<file path="config.mk">
export PLATFORM = sky130hd
export DESIGN_NAME = adcc_ctrl
export DESIGN_NICKNAME = d
export VERILOG_FILES = /design/src/rtl/adcc_ctrl.v
export VERILOG_INCLUDE_DIRS = /design/src /design/src/rtl
export SDC_FILE = /design/constraint.sdc
export NUM_CORES = 1
export LEC_CHECK = 0
export BUFFER_PORTS_ARGS = -buffer_cell sky130_fd_sc_hd__buf_4
export CORE_UTILIZATION = 60
export CTS_CLUSTER_SIZE = 8
export DETAILED_ROUTE_END_ITERATION = 8
export PLACE_DENSITY_LB_ADDON = 0.1
export SYNTH_ARGS = -nofsm -noshare
export SYNTH_HDL_FRONTEND = slang
export SYNTH_SLANG_ARGS = --single-unit
export TNS_END_PERCENT = 50
</file>
<file path="constraint.sdc">
create_clock -name clk_sys -period 2.7 [get_ports clk_sys]
set_clock_uncertainty 0.2 [all_clocks]
set_input_delay 0.135 -clock clk_sys [delete_from_list [all_inputs] [get_ports clk_sys]]
set_output_delay 0.135 -clock clk_sys [all_outputs]
set_load 0.05 [all_outputs]
</file>
<file path="src/rtl/adcc_consts.vh">
// Constants for the converter control block: register offsets, fields,
// reset values and phase lengths.
// Assumes inclusion by bare name from design files under rtl/.
`ifndef ADCC_CONSTS_VH
`define ADCC_CONSTS_VH

// ----------------------------------------
// Register word offsets
// ----------------------------------------
`define ADCC_OFS_CTRL0 5'h00
`define ADCC_OFS_CTRL1 5'h01
`define ADCC_OFS_STAT 5'h02
`define ADCC_FMT_URJ 2'h1
`define ADCC_FMT_SLJ 2'h2
`define ADCC_FMT_ULJ 2'h3

// ----------------------------------------
// Control field positions and resets
// ----------------------------------------
`define ADCC_C0_PRS 4:0
`define ADCC_C0_STS 6:5
`define ADCC_C0_TEN_BIT_SEL 7
`define ADCC_C0_RESET 16'h0003
`define ADCC_C1_CHAN 3:0
`define ADCC_C1_MULTI_CHANNEL_SEL 4
`define ADCC_C1_EIGHT_CONV_SEL 5
`define ADCC_C1_SCAN 6

// ----------------------------------------
// Phase lengths in converter clocks
// ----------------------------------------
`define ADCC_T_INIT 5'd2
`define ADCC_T_XFER 5'd2
`define ADCC_T_FS0 5'd2
`define ADCC_T_RES8 5'd10
`define ADCC_T_TEN_BIT_SEL 5'd12
`define ADCC_BITS8 4'd8
`define ADCC_BITS10 4'd10

`endif

</file>
<file path="src/rtl/adcc_ctrl.v">
// Digital control for a 10-bit successive-approximation converter.
// Assumes a comparator output synchronous to clk_sys and single-cycle
// register accesses by the bus interface unit.
`timescale 1ns/1ps
`default_nettype none
`include "adcc_consts.vh"

// Overview of operation
// - Multi-channel groups of four or eight chosen by high select bits.
// - Each conversion runs initial sample, transfer, final sample, resolution.
// - Initial sample and transfer last two converter clocks each.
// - Final sample lasts 2, 4, 8 or 16 converter clocks.
// - Resolution lasts 10 clocks for eight bits, 12 for ten.
// - Switches route sample capacitor, amplifier and array per phase.
// - Resolution starts with the top trial bit set, lower bits clear.
// - Each compare keeps or clears the trial bit, then tries the next.
// - Finished approximation is copied into its result register.
// - Each result register reads at three addresses, one per format.
// - Unsigned right view: data low, bits above zero.
// - Signed left view: top bit inverted, low bits zero.
// - Unsigned left view: data high, low bits zero.
// - Result reads go through the bus interface unit.
// - Converter clock is a modulus prescaler then divide by two.
// - Ten-bit select chooses resolution and aligns results.
// - Control one write starts; any control write aborts and clears flags.
// - Per-register done flags; sequence flag at end or first pass.
module adcc_ctrl (
  // Clock and reset
  input wire clk_sys,
  input wire rst_n,
  // Bus interface unit access
  input wire bus_sel,
  input wire bus_wr,
  input wire [4:0] bus_addr,
  input wire [15:0] bus_wdata,
  output reg [15:0] bus_rdata,
  // Analog front end
  input wire comp_hi,
  output reg [3:0] mux_chan,
  output reg sw_sample_cap,
  output reg sw_amp_drive,
  output reg sw_direct,
  output reg [9:0] dac_code
);

  // ----------------------------------------
  // State
  // ----------------------------------------
  localparam ST_IDLE = 3'd0;
  localparam ST_INIT = 3'd1;
  localparam ST_XFER = 3'd2;
  localparam ST_FINAL = 3'd3;
  localparam ST_RES = 3'd4;
  localparam ST_ARM = 3'd5;

  reg [15:0] ctrl0_r;
  reg [6:0] ctrl1_r;
  reg [2:0] state_r;
  reg [4:0] phase_cnt_r;
  reg [2:0] conv_idx_r;
  reg [9:0] sar_r;
  reg [9:0] trial_r;
  reg [7:0] ccf_r;
  reg scf_r;
  reg [9:0] result_r [0:7];
  reg [4:0] pre_cnt_r;
  reg div2_r;
  reg adc_tick_r;
  integer i;

  wire ctrl_wr = bus_sel & bus_wr;
  wire wr_c0 = ctrl_wr & (bus_addr == `ADCC_OFS_CTRL0);
  wire wr_c1 = ctrl_wr & (bus_addr == `ADCC_OFS_CTRL1);
  wire ten_bit_sel = ctrl0_r[`ADCC_C0_TEN_BIT_SEL];
  wire [2:0] last_idx = ctrl1_r[`ADCC_C1_EIGHT_CONV_SEL] ? 3'd7 : 3'd3;

  // Final sample length from the two-bit code.
  function [4:0] fs_len;
    input [1:0] code;
    begin
      fs_len = `ADCC_T_FS0 << code;
    end
  endfunction

  // Lowest trial bit for the selected resolution.
  function [9:0] last_trial;
    input ten;
    begin
      last_trial = ten ? 10'h001 : 10'h004;
    end
  endfunction

  // Channel for conversion n of the current sequence.
  function [3:0] chan_of;
    input [6:0] c1;
    input [2:0] n;
    begin
      if (!c1[`ADCC_C1_MULTI_CHANNEL_SEL])
        chan_of = c1[`ADCC_C1_CHAN];
      else if (c1[`ADCC_C1_EIGHT_CONV_SEL])
        chan_of = {c1[3], n};
      else
        chan_of = {c1[3:2], n[1:0]};
    end
  endfunction

  // ----------------------------------------
  // Converter clock prescaler
  // ----------------------------------------
  // The tick is a one-cycle enable rather than a derived clock, which keeps
  // the whole block in a single domain.
  // Code zero is reserved; it ticks every second clock, which leaves the
  // comparator too little time to settle.
  always @(posedge clk_sys or negedge rst_n) begin
    if (!rst_n) begin
      pre_cnt_r <= 5'd0;
      div2_r <= 1'b0;
      adc_tick_r <= 1'b0;
    end else begin
      adc_tick_r <= 1'b0;
      if (pre_cnt_r >= ctrl0_r[`ADCC_C0_PRS]) begin
        pre_cnt_r <= 5'd0;
        div2_r <= ~div2_r;
        adc_tick_r <= div2_r;
      end else begin
        pre_cnt_r <= pre_cnt_r + 5'd1;
      end
    end
  end

  // ----------------------------------------
  // Control registers and sequencer
  // ----------------------------------------
  always @(posedge clk_sys or negedge rst_n) begin
    if (!rst_n) begin
      ctrl0_r <= `ADCC_C0_RESET;
      ctrl1_r <= 7'h00;
      state_r <= ST_IDLE;
      phase_cnt_r <= 5'd0;
      conv_idx_r <= 3'd0;
      sar_r <= 10'h000;
      trial_r <= 10'h000;
      ccf_r <= 8'h00;
      scf_r <= 1'b0;
      for (i = 0; i < 8; i = i + 1)
        result_r[i] <= 10'h000;
    end else if (wr_c0 | wr_c1) begin
      if (wr_c0)
        ctrl0_r <= bus_wdata;
      if (wr_c1)
        ctrl1_r <= bus_wdata[6:0];
      ccf_r <= 8'h00;
      scf_r <= 1'b0;
      conv_idx_r <= 3'd0;
      phase_cnt_r <= 5'd0;
      // Flags clear on every control write, so a same-cycle set is lost.
      // A start waits for the next converter clock so no phase is cut.
      state_r <= wr_c1 ? ST_ARM : ST_IDLE;
    end else if (adc_tick_r) begin
      phase_cnt_r <= phase_cnt_r + 5'd1;
      case (state_r)
        ST_IDLE: begin
          phase_cnt_r <= 5'd0;
        end
        ST_ARM: begin
          phase_cnt_r <= 5'd0;
          state_r <= ST_INIT;
        end
        ST_INIT: begin
          if (phase_cnt_r == `ADCC_T_INIT - 5'd1) begin
            phase_cnt_r <= 5'd0;
            state_r <= ST_XFER;
          end
        end
        ST_XFER: begin
          if (phase_cnt_r == `ADCC_T_XFER - 5'd1) begin
            phase_cnt_r <= 5'd0;
            state_r <= ST_FINAL;
          end
        end
        ST_FINAL: begin
          if (phase_cnt_r == fs_len(ctrl0_r[`ADCC_C0_STS]) - 5'd1) begin
            phase_cnt_r <= 5'd0;
            state_r <= ST_RES;
            sar_r <= 10'h200;
            trial_r <= 10'h200;
          end
        end
        ST_RES: begin
          // The comparator is read one system clock less than a tick after dac_code moved, so it
          // has had several system clocks to settle.
          if (trial_r != 10'h000) begin
            sar_r <= (comp_hi ? sar_r : (sar_r & ~trial_r)) | (trial_r >> 1);
            trial_r <= (trial_r == last_trial(ten_bit_sel)) ? 10'h000 :
                       (trial_r >> 1);
            // Eight-bit work stops at bit 2, so bits 1:0 are never tried.
            if (trial_r == last_trial(ten_bit_sel))
              sar_r <= comp_hi ? sar_r : (sar_r & ~trial_r);
          end
          if (phase_cnt_r == (ten_bit_sel ? `ADCC_T_TEN_BIT_SEL : `ADCC_T_RES8) - 5'd1)
          begin
            phase_cnt_r <= 5'd0;
            result_r[conv_idx_r] <= ten_bit_sel ? sar_r : {2'b00, sar_r[9:2]};
            ccf_r[conv_idx_r] <= 1'b1;
            conv_idx_r <= conv_idx_r + 3'd1;
            state_r <= ST_INIT;
            if (conv_idx_r == last_idx) begin
              conv_idx_r <= 3'd0;
              scf_r <= 1'b1;
              if (!ctrl1_r[`ADCC_C1_SCAN])
                state_r <= ST_IDLE;
            end
          end
        end
        default: begin
          state_r <= ST_IDLE;
        end
      endcase
    end
  end

  // ----------------------------------------
  // Analog switch outputs
  // ----------------------------------------
  always @(posedge clk_sys or negedge rst_n) begin
    if (!rst_n) begin
      mux_chan <= 4'h0;
      sw_sample_cap <= 1'b0;
      sw_amp_drive <= 1'b0;
      sw_direct <= 1'b0;
      dac_code <= 10'h000;
    end else begin
      // Switches follow the state one clock late, as all outputs are
      // registered.
      mux_chan <= chan_of(ctrl1_r, conv_idx_r);
      sw_sample_cap <= (state_r == ST_INIT);
      sw_amp_drive <= (state_r == ST_XFER);
      sw_direct <= (state_r == ST_FINAL);
      dac_code <= sar_r;
    end
  end

  // ----------------------------------------
  // Read path
  // ----------------------------------------
  // Results are held right-aligned at ten bits; eight-bit results sit in the
  // low bits so each view only shifts.
  // The view follows the current ten_bit_sel, not the one at conversion.
  reg [15:0] rd_nxt;
  reg [9:0] rv;
  reg [9:0] lv;
  always @* begin
    rd_nxt = 16'h0000;
    rv = result_r[bus_addr[2:0]];
    lv = ten_bit_sel ? rv : {rv[7:0], 2'b00};
    case (bus_addr[4:3])
      `ADCC_FMT_URJ: rd_nxt = ten_bit_sel ? {6'h00, rv} : {8'h00, rv[7:0]};
      `ADCC_FMT_SLJ: rd_nxt = {~lv[9], lv[8:0], 6'h00};
      `ADCC_FMT_ULJ: rd_nxt = {lv, 6'h00};
      default: begin
        if (bus_addr == `ADCC_OFS_CTRL0)
          rd_nxt = ctrl0_r;
        else if (bus_addr == `ADCC_OFS_CTRL1)
          rd_nxt = {9'h000, ctrl1_r};
        else if (bus_addr == `ADCC_OFS_STAT)
          rd_nxt = {scf_r, 7'h00, ccf_r};
      end
    endcase
  end

  always @(posedge clk_sys or negedge rst_n) begin
    if (!rst_n)
      bus_rdata <= 16'h0000;
    else if (bus_sel & ~bus_wr)
      bus_rdata <= rd_nxt;
  end

endmodule
`default_nettype wire

</file>
# Word level (Yosys, flattened, before mapping)

Index checks and enable logic that the tools add are counted.
W data, S select, Z words.

Bits in registers: 183
Input bits: 26
Output and inout port bits: 33
Logic and storage cells: 154

$add $sub $neg: 5
$lt $le $gt $ge: 6
Eq/ne operators: 22
Shifts and indexed selects: 1
Muxes and demuxes: 60
Bitwise gates (word level): 15
Reduce and logical (&&, ||, !) cells: 19

Operator list:

| operator              | number |
|---|---|
| $mux W10              | 11 |
| $bwmux W80            | 1 |
| $mux W3               | 17 |
| $mux W16              | 3 |
| $pmux W16 S3          | 1 |
| $pmux W10 S2          | 2 |
| $mux W8               | 4 |
| $bmux W10 S3          | 1 |
| $demux W10 S3         | 1 |
| $mux W5               | 6 |
| $pmux W5 S4           | 1 |
| $pmux W3 S6           | 1 |
| $ne A3 B3 Y1 const B  | 4 |
| $add A5 B1 Y5 const B | 2 |
| $and A10 B10 Y10      | 1 |
| $eq A10 B3 Y1         | 1 |
| $eq A5 B1 Y1 const B  | 2 |
| $eq A5 B5 Y1          | 2 |
| $not A10 Y10          | 1 |
| $or A10 B9 Y10        | 1 |
| $reduce_bool A10 Y1   | 1 |
| $reduce_bool A2 Y1    | 5 |
| $mux W1               | 9 |
| $mux W9               | 1 |
| 32 further kinds      | 49 |

# Longest topological paths before layout

Gate-level depths: netlist of run 1.

Word-level depth: 9
Mapped depth: 10
Mapped depth without buffers: 8

# Worst setup path before layout of run 1

No wires, ideal clock.

Path kind: flip-flop to flip-flop
Start: reg phase_cnt_r[1]
End: reg state_r[0]
Arrival: 1.898 ns
Slack: 0.457 ns
Stages on the path, launching flop included: 8
Path buffers: 0
Period minus slack after synthesis: 2.243 ns
Path through: dfrtp_1 > inv_1 > ha_1 > nor4b_1 > a21boi_0 > a311oi_1 > o21a_1 > o21ai_0

Word-level cells in the longest chain between the ends: 3
Elaborated cells between the ends (all ways): 8
Those cells by class: 7 x eq/ne; 1 x reduce/logical

RTL lines:

| what                                 | RTL line        | RTL |
|---|---|---|
| start, declared                      | adcc_ctrl.v:59  | `reg [4:0] phase_cnt_r;` |
| start signal, assigned               | adcc_ctrl.v:160 | `phase_cnt_r <= phase_cnt_r + 5'd1;` |
| $eq A5 B5 Y1 (tied with other cells) | adcc_ctrl.v:200 | `` if (phase_cnt_r == (ten_bit_sel ? `ADCC_T_TEN_BIT_SEL : `ADCC_T_RES8) - 5'd1) `` |
| $ne A3 B3 Y1 (no source line)        | n/a             |  |
| $reduce_and A6 Y1 (no source line) * | n/a             |  |
| end signal, assigned                 | adcc_ctrl.v:158 | `state_r <= wr_c1 ? ST_ARM : ST_IDLE;` |
| end, declared                        | adcc_ctrl.v:58  | `reg [2:0] state_r;` |

Mark *: on every way between the ends. The rest lies on a longest branch, timed or not.
A chain may end at the register's enable or synchronous reset.

# Worst setup path in the final report of run 1

Start: in bus_addr[4]
End: reg result_r[13] in the netlist's numbering

Word-level cells in the longest chain between the ends: 5
Elaborated cells between the ends (all ways): 7
Those cells by class: 1 x eq/ne; 4 x bitwise; 2 x reduce/logical

RTL lines:

| what                                                                     | RTL line                       | RTL |
|---|---|---|
| start, declared                                                          | adcc_ctrl.v:34                 | `input wire [4:0] bus_addr,` |
| $eq A5 B1 Y1 (no source line) / $logic_not A5 Y1 (equally long branches) | n/a                            |  |
| $and A1 B1 Y1 (on tied branches)                                         | adcc_ctrl.v:73, adcc_ctrl.v:72 |  |
| $or A1 B1 Y1 *                                                           | adcc_ctrl.v:147                | `end else if (wr_c0 \| wr_c1) begin` |
| $not A1 Y1 (no source line) *                                            | n/a                            |  |
| $reduce_and A4 Y1 (no source line) *                                     | n/a                            |  |
| end signal, assigned by index                                            | adcc_ctrl.v:203                | `result_r[conv_idx_r] <= ten_bit_sel ? sar_r : {2'b00, sar_r[9:2]};` |
| end, declared                                                            | adcc_ctrl.v:65                 | `reg [9:0] result_r [0:7];` |

Marks and branches as above.

==> results of run 1 <==
## Yosys cell counts, drive strengths merged, types with 4 or more instances
| library cell | count |
|---|---|
| a21o | 7 |
| a21oi | 59 |
| a31oi | 5 |
| buf | 30 |
| clkbuf | 19 |
| dfrtp | 181 |
| ha | 9 |
| inv | 14 |
| mux2 | 29 |
| mux2i | 14 |
| mux4 | 20 |
| nand2 | 141 |
| nand2b | 5 |
| nand3 | 17 |
| nand4 | 6 |
| nand4b | 4 |
| nor2 | 52 |
| nor2b | 4 |
| nor3 | 10 |
| nor4 | 5 |
| o21ai | 101 |
| o221ai | 6 |
| o22ai | 5 |
| xor2 | 5 |
## per-layer routing
metal  global-route usage  up-vias  routed length (um)
met5                    0        -                   0
met4               0.0992        0                 258
met3               0.0494       22                 909
met2                0.463      173                9540
met1                0.418     3149                8530
li1                     -     2926                   -
## kinds of logic after synthesis
family / count (synthesis)
fa+ha+maj: 9
buf+inv: 65
compound gates: 204
xor+xnor: 8
simple gates: 261
flops: 183
mux: 63
## power by group
group	internal, uW	switching [uW]	total (uW)
Clock	1490	1030	2520
Combinational	519	779	1300
Sequential	2980	291	3270
## worst reg2reg max path: stages, from the launching register on
cell and delay, ns:
dfrtp_1 0.54, nor3b_2 0.29, nand4_2 0.22, nor3_2 0.36
and3b_2 0.45, nor2_1 0.08, a21oi_1 0.16
## final cells by class
cell class	count	area, sq um
sequential	183	4580
fill	977	3660
multi-input combinational	545	3470
timing repair buffer	96	797
clock buffer	22	494
tap	176	220
clock inverter	10	119
inverter	16	60.1
## worst paths after layout
check	start	endpoint	slack, ns	depth (start not counted)
max reg2reg	state_r[2]	result_r[33]	0.31	6
max in group asynchronous	rst_n	ctrl0_r[0]	1.53	3
max	bus_addr[4]	result_r[13]	0.17	8
min	rst_n	result_r[64]	0.02	2
min in group clk_sys	bus_sel	bus_rdata[6]	0.02	3
min reg2reg	ctrl1_r[3]	mux_chan[3]	0.22	0
## state kept, by name, indices dropped and copies added, names as in the netlist
signal	count
phase_cnt_r	5
div2_r	1
scf_r	1
sw_amp_drive	1
mux_chan	4
adc_tick_r	1
sar_r	10
ctrl1_r	7
dac_code	10
result_r	80
state_r	3
sw_sample_cap	1
sw_direct	1
conv_idx_r	3
ccf_r	8
pre_cnt_r	5
trial_r	10
ctrl0_r	16
bus_rdata	16
## cells in the final DEF (no fill, tap or decap), types with 3 or more instances in the layout
cell type | Yosys | layout
dfrtp_1 | 181 | 181
nand2_1 | 141 | 141
o21ai_0 | 101 | 101
buf_4 | 3 | 74
a21oi_1 | 59 | 59
nor2_1 | 51 | 51
mux2_2 | 29 | 29
mux4_2 | 20 | 20
dlygate4sd3_1 | 0 | 19
nand3_1 | 17 | 17
clkbuf_16 | 0 | 17
inv_1 | 14 | 14
mux2i_1 | 14 | 14
ha_1 | 9 | 9
nor3_1 | 8 | 8
a21o_1 | 7 | 7
o221ai_1 | 6 | 6
nand2b_1 | 5 | 5
xor2_1 | 5 | 5
nand4_1 | 5 | 5
a31oi_1 | 5 | 5
o22ai_1 | 5 | 5
clkbuf_8 | 0 | 5
nor2b_1 | 4 | 4
nand4b_1 | 4 | 4
xnor2_1 | 3 | 3
o21a_1 | 3 | 3
nor4_1 | 3 | 3
clkinvlp_4 | 0 | 3
clkinv_4 | 0 | 3
## what timing repair did
item | 4_1_cts | 5_1_grt
hold buffers | 19 | 0
gates resized for setup | 0 | 4
setup endpoints to repair | 0 | 41
endpoints found under the hold margin | 215 | 0
## through the flow
step                      area, sq um  hold slack (ns)   util
after floorplan                  8350           -0.361      -
after global placement           8930          -0.0962  0.666
after detailed placement         8930          -0.0881  0.666
after CTS                        9730          0.00331  0.726
after global routing             9740           0.0294  0.727
final                            9740           0.0171  0.727
==> flow_summary.ini, run 1 <==
[synthesis]
muxShareOfSynthArea = 0.110
synth_area_leaders = dfrtp_1, nand2_1, o21ai_0
async_flop_share = 1.00
synth.avg_cell_area_sq_um = 10.5
synth_edf_count = 0
ys_seq_elements = 183
synthAdderAreaFrac = 0.0135
synthSimpleGateAreaFrac = 0.145
synth_area_sq_um = 8350
syn-instance-count = 793
ys.flop_type = dfrtp_1
synth_cell_types = 60
synth-compound-area-share = 0.138
synthesis.nets = 828
synth.top_cell.area_share = 0.542
yosysSeqAreaShare = 0.549
synth_warnings = 0
yosys.area.top_type = dfrtp_1
synth_xor_area_frac = 0.00839
synth_top_family_by_area = simple AND/OR/NAND/NOR gates

[global_route]
antenna_found_initial = 0
grt_pass1_vias = 6278
grt_max_degree = 74
grt_usage = 0.294
grt_overflow_total = 0
grt_pass1_wl_mm = 32.4

[cts]
cts_tree = built
postCtsSetupBuffers = 0
clk_latency_ns = 0.43
cts.sink_count = 183
cts_buffer_depth = 2
htreeDepth = 4
clk_pin_slew_ns = 0.07
cts_buffers = 17
clock-root-buffer = clkbuf_16

[timing]
min_period_ns = 2.53
finalMaxSlewViolations = 0
max_freq_ghz = 0.395
rsz0062_at_grt = no
slew_headroom = 0.464
setup_viol = 0
finalCritPeriodShare = 0.937
hold_viol_final = 0
tightest_slew_ns = 0.782
finalWorstSetupSlack_ns = 0.170
tns_ns = 0

[place]
hpwl_mm = 12.9
gp_congestion = 0.944
post-place-ws_ns = 0.148
dp_cells = 997
port_buffers = 58

[route]
dr.pass1.iters = 5
totalWireLength_mm = 19.2
viasPerCell = 5.98
drc_errors = 0
first_iter_violations = 464
postRouteAntennaNets = 0
wire_per_inst_um = 18.4
vias = 6270

[setup_path]
crit_arrival_ns = 2.61
crit_slowest_cell = or4_1
required_ns = 2.78
crit_chain = dlygate4sd3_1 > buf_4 > or4_1 > nor2_8 > nor3_2 > nand3_1 > buf_4 > o21ai_0
critPathMaxFanout = 20
critical-path-max-stage-delay_ns = 0.77
cpMostUsedCell = buf_4
crit_path_end_kind = flop
crit_type = input pin to flop
crit_path_start_kind = input pin
critPathBufInv = 3
crit_family = simple AND/OR/NAND/NOR gates

[floorplan]
die_area_sq_um = 14400
coreArea_sq_um = 13400
die_x_um = 120
rows = 42
start_util = 0.623
die_y_um = 120
ioPinCount = 59

[flow_run]
maxCapViolations = 0

[pwr]
leakage_uw = 0.00456
peakVddDrop_v = 0.000553
p_total_uw = 7090
p_per_area_nw_per_um2 = 727

[layout]
drive_above_1_share = 0.202
nets = 894
instances_no_fill = 1048
area_growth_pct = 16.7
num_antenna_cells = 0

[min_path]
hold_class = input pin to async pin

[outcome]
status = finished, final reports clean
Power figures use the tool's default switching activity.
==> run 2: changes to the inputs <==
--- a/config.mk
+++ b/config.mk
@@ -11,6 +11,8 @@
 export CTS_CLUSTER_SIZE = 8
 export DETAILED_ROUTE_END_ITERATION = 8
 export PLACE_DENSITY_LB_ADDON = 0.1
+export RECOVER_POWER = 100
+export SLEW_MARGIN = 5
 export SYNTH_ARGS = -nofsm -noshare
 export SYNTH_HDL_FRONTEND = slang
 export SYNTH_SLANG_ARGS = --single-unit
==> run 2 against run 1 <==
Clock power about the same. Worst hold slack better by 0.011 ns. Critical endpoint is now ctrl0_r[13]. Register-to-register slack about the same. Sequential cell count unchanged. Critical path depth down 2. Via count up 0.72%. Utilization down 1.1 points. Critical path type unchanged.
==> flow_summary.ini, run 2 (synthesized netlist as in run 1, its figures left out) <==
[outcome]
status = finished, final reports clean

[pwr]
peakVddDrop_v = 0.000557
clock_power_share = 0.358
p_per_area_nw_per_um2 = 733
leakage_uw = 0.00441
pwr-share-comb = 0.178
switching_share = 0.299
p_seq_frac = 0.465
p_int_uw = 4930
switchingPower_uw = 2100

[cts]
clock-root-buffer = clkbuf_16
cts_buffer_depth = 2
clk_latency_ns = 0.43
clk_pin_slew_ns = 0.07
cts.sink_count = 183
cts_buffers = 17
cts_tree = built
htreeDepth = 4
postCtsSetupBuffers = 0

[setup_path]
crit_arrival_ns = 2.71
crit_path_end_kind = flop
crit_type = input pin to flop
crit_path_start_kind = input pin
required_ns = 2.81
critPathMaxFanout = 22
r2r_start = state_r[2]
r2r_slack_ns = 0.31
worstReg2RegEnd = result_r[17]
r2r_cells = 7

[route]
totalWireLength_mm = 19.4
drc_errors = 0
wire_per_inst_um = 18.5
viasPerCell = 6.03
postRouteAntennaNets = 0
dr.pass1.iters = 6
vias = 6315
first_iter_violations = 515

[layout]
fillers = 1011
num_antenna_cells = 0
layout_common_cells = dfrtp_1, nand2_1, o21ai_0
top_register = result_r
seq_area_sq_um = 4580
nets = 894
largestRegisters = result_r (80), bus_rdata (16), ctrl0_r (16)
layout_commonest_cell = dfrtp_1
drive_above_1_share = 0.162
area_growth_pct = 14.9
multi_input_area_sq_um = 3470
largest_reg_flops = 80

[timing]
hold_viol_final = 0
slew_headroom = 0.126
holdWs_ns = 0.0278
tightest_slew_ns = 1.31
max_freq_ghz = 0.385
setup_viol = 0
tns_ns = 0
min_period_ns = 2.60
finalMaxSlewViolations = 0
rsz0062_at_grt = no
finalCritPeriodShare = 0.962

[min_path]
min_to = bus_rdata[8]
hold_class = input pin to flop
min_from = bus_wr
whs_path_depth = 5

[place]
port_buffers = 58
gp_congestion = 0.944
hpwl_mm = 12.9

[floorplan]
die_y_um = 120
die_x_um = 120
die_area_sq_um = 14400
rows = 42
coreArea_sq_um = 13400
start_util = 0.623
ioPinCount = 59

[global_route]
grt_usage = 0.294
grt_overflow_total = 0
grt_max_degree = 74
antenna_found_initial = 0
grt_pass1_vias = 6278
grt_pass1_wl_mm = 32.4

[flow_run]
maxCapViolations = 0
[run 2: changes by cell type in the layout (fill, tap and decap cells not counted), sizes merged]
cell / previous run / this run
buf: 77 / 39
clkbuf: 22 / 60
[run 2: critical path: stages]
cell and delay [ns]:
dlygate4sd3_1 0.56, buf_4 0.20, or4_1 0.77, nor3_2 0.18
clkbuf_2 0.46, mux2_2 0.40
[run 2: per-layer routing]
layer	vias to the layer above	share of wire	track usage
li1	2920	-	-
met1	3188	0.45	0.418
met2	187	0.49	0.463
met3	20	0.050	0.0494
met4	0	0.013	0.0992
met5	-	0	0
[run 2: layout make-up]
type	instances	area share
Clock inverter	10	0.0124
Timing Repair Buffer	96	0.0676
Tap cell	176	0.0230
Inverter	16	0.00626
Clock buffer	22	0.0515
Multi-Input combinational cell	545	0.362
Sequential cell	183	0.478
[run 2: worst max-delay path by stage]
stage                   startpoint            end  slack, ns  cells after the start
global route           bus_addr[4]   result_r[40]       0.01                      8
floorplan           phase_cnt_r[1]     state_r[0]       0.46                      7
global placement       bus_addr[0]  bus_rdata[15]       0.24                      7
finish                 bus_addr[4]    ctrl0_r[13]       0.10                      6
detailed placement  phase_cnt_r[1]       sar_r[5]       0.15                      6
CTS                    bus_addr[4]   result_r[53]       0.12                      8
[run 2: stage by stage]
| step | cells | setup WS, ns | area, sq um | total power [uW] | utilization |
|---|---|---|---|---|---|
| finish | 1048 | 0.103 | 9590 | 7040 | 0.716 |
| global route | 1048 | 0.0111 | 9590 | 7350 | 0.716 |
| CTS | 1048 | 0.123 | 9730 | 7120 | 0.726 |
| detailed placement | 997 | 0.148 | 8930 | 4570 | 0.666 |
| global placement | 997 | 0.245 | 8930 | 4510 | 0.666 |
| floorplan | 793 | 0.457 | 8350 | 4160 | - |
[run 2: power groups by stage]
stage	combinational, uW	sequential (uW)	clock [uW]
finish	1250	3270	2520
global route	1380	3300	2670
CTS	1300	3260	2560
detailed placement	1260	3310	0
global placement	1220	3290	0
floorplan	823	3340	0
[run 2: what timing repair did]
action	in CTS	in global routing
hold buffers	19	0
hold endpoints to repair	215	0
endpoints found under the setup margin	0	41
resized for setup	0	4
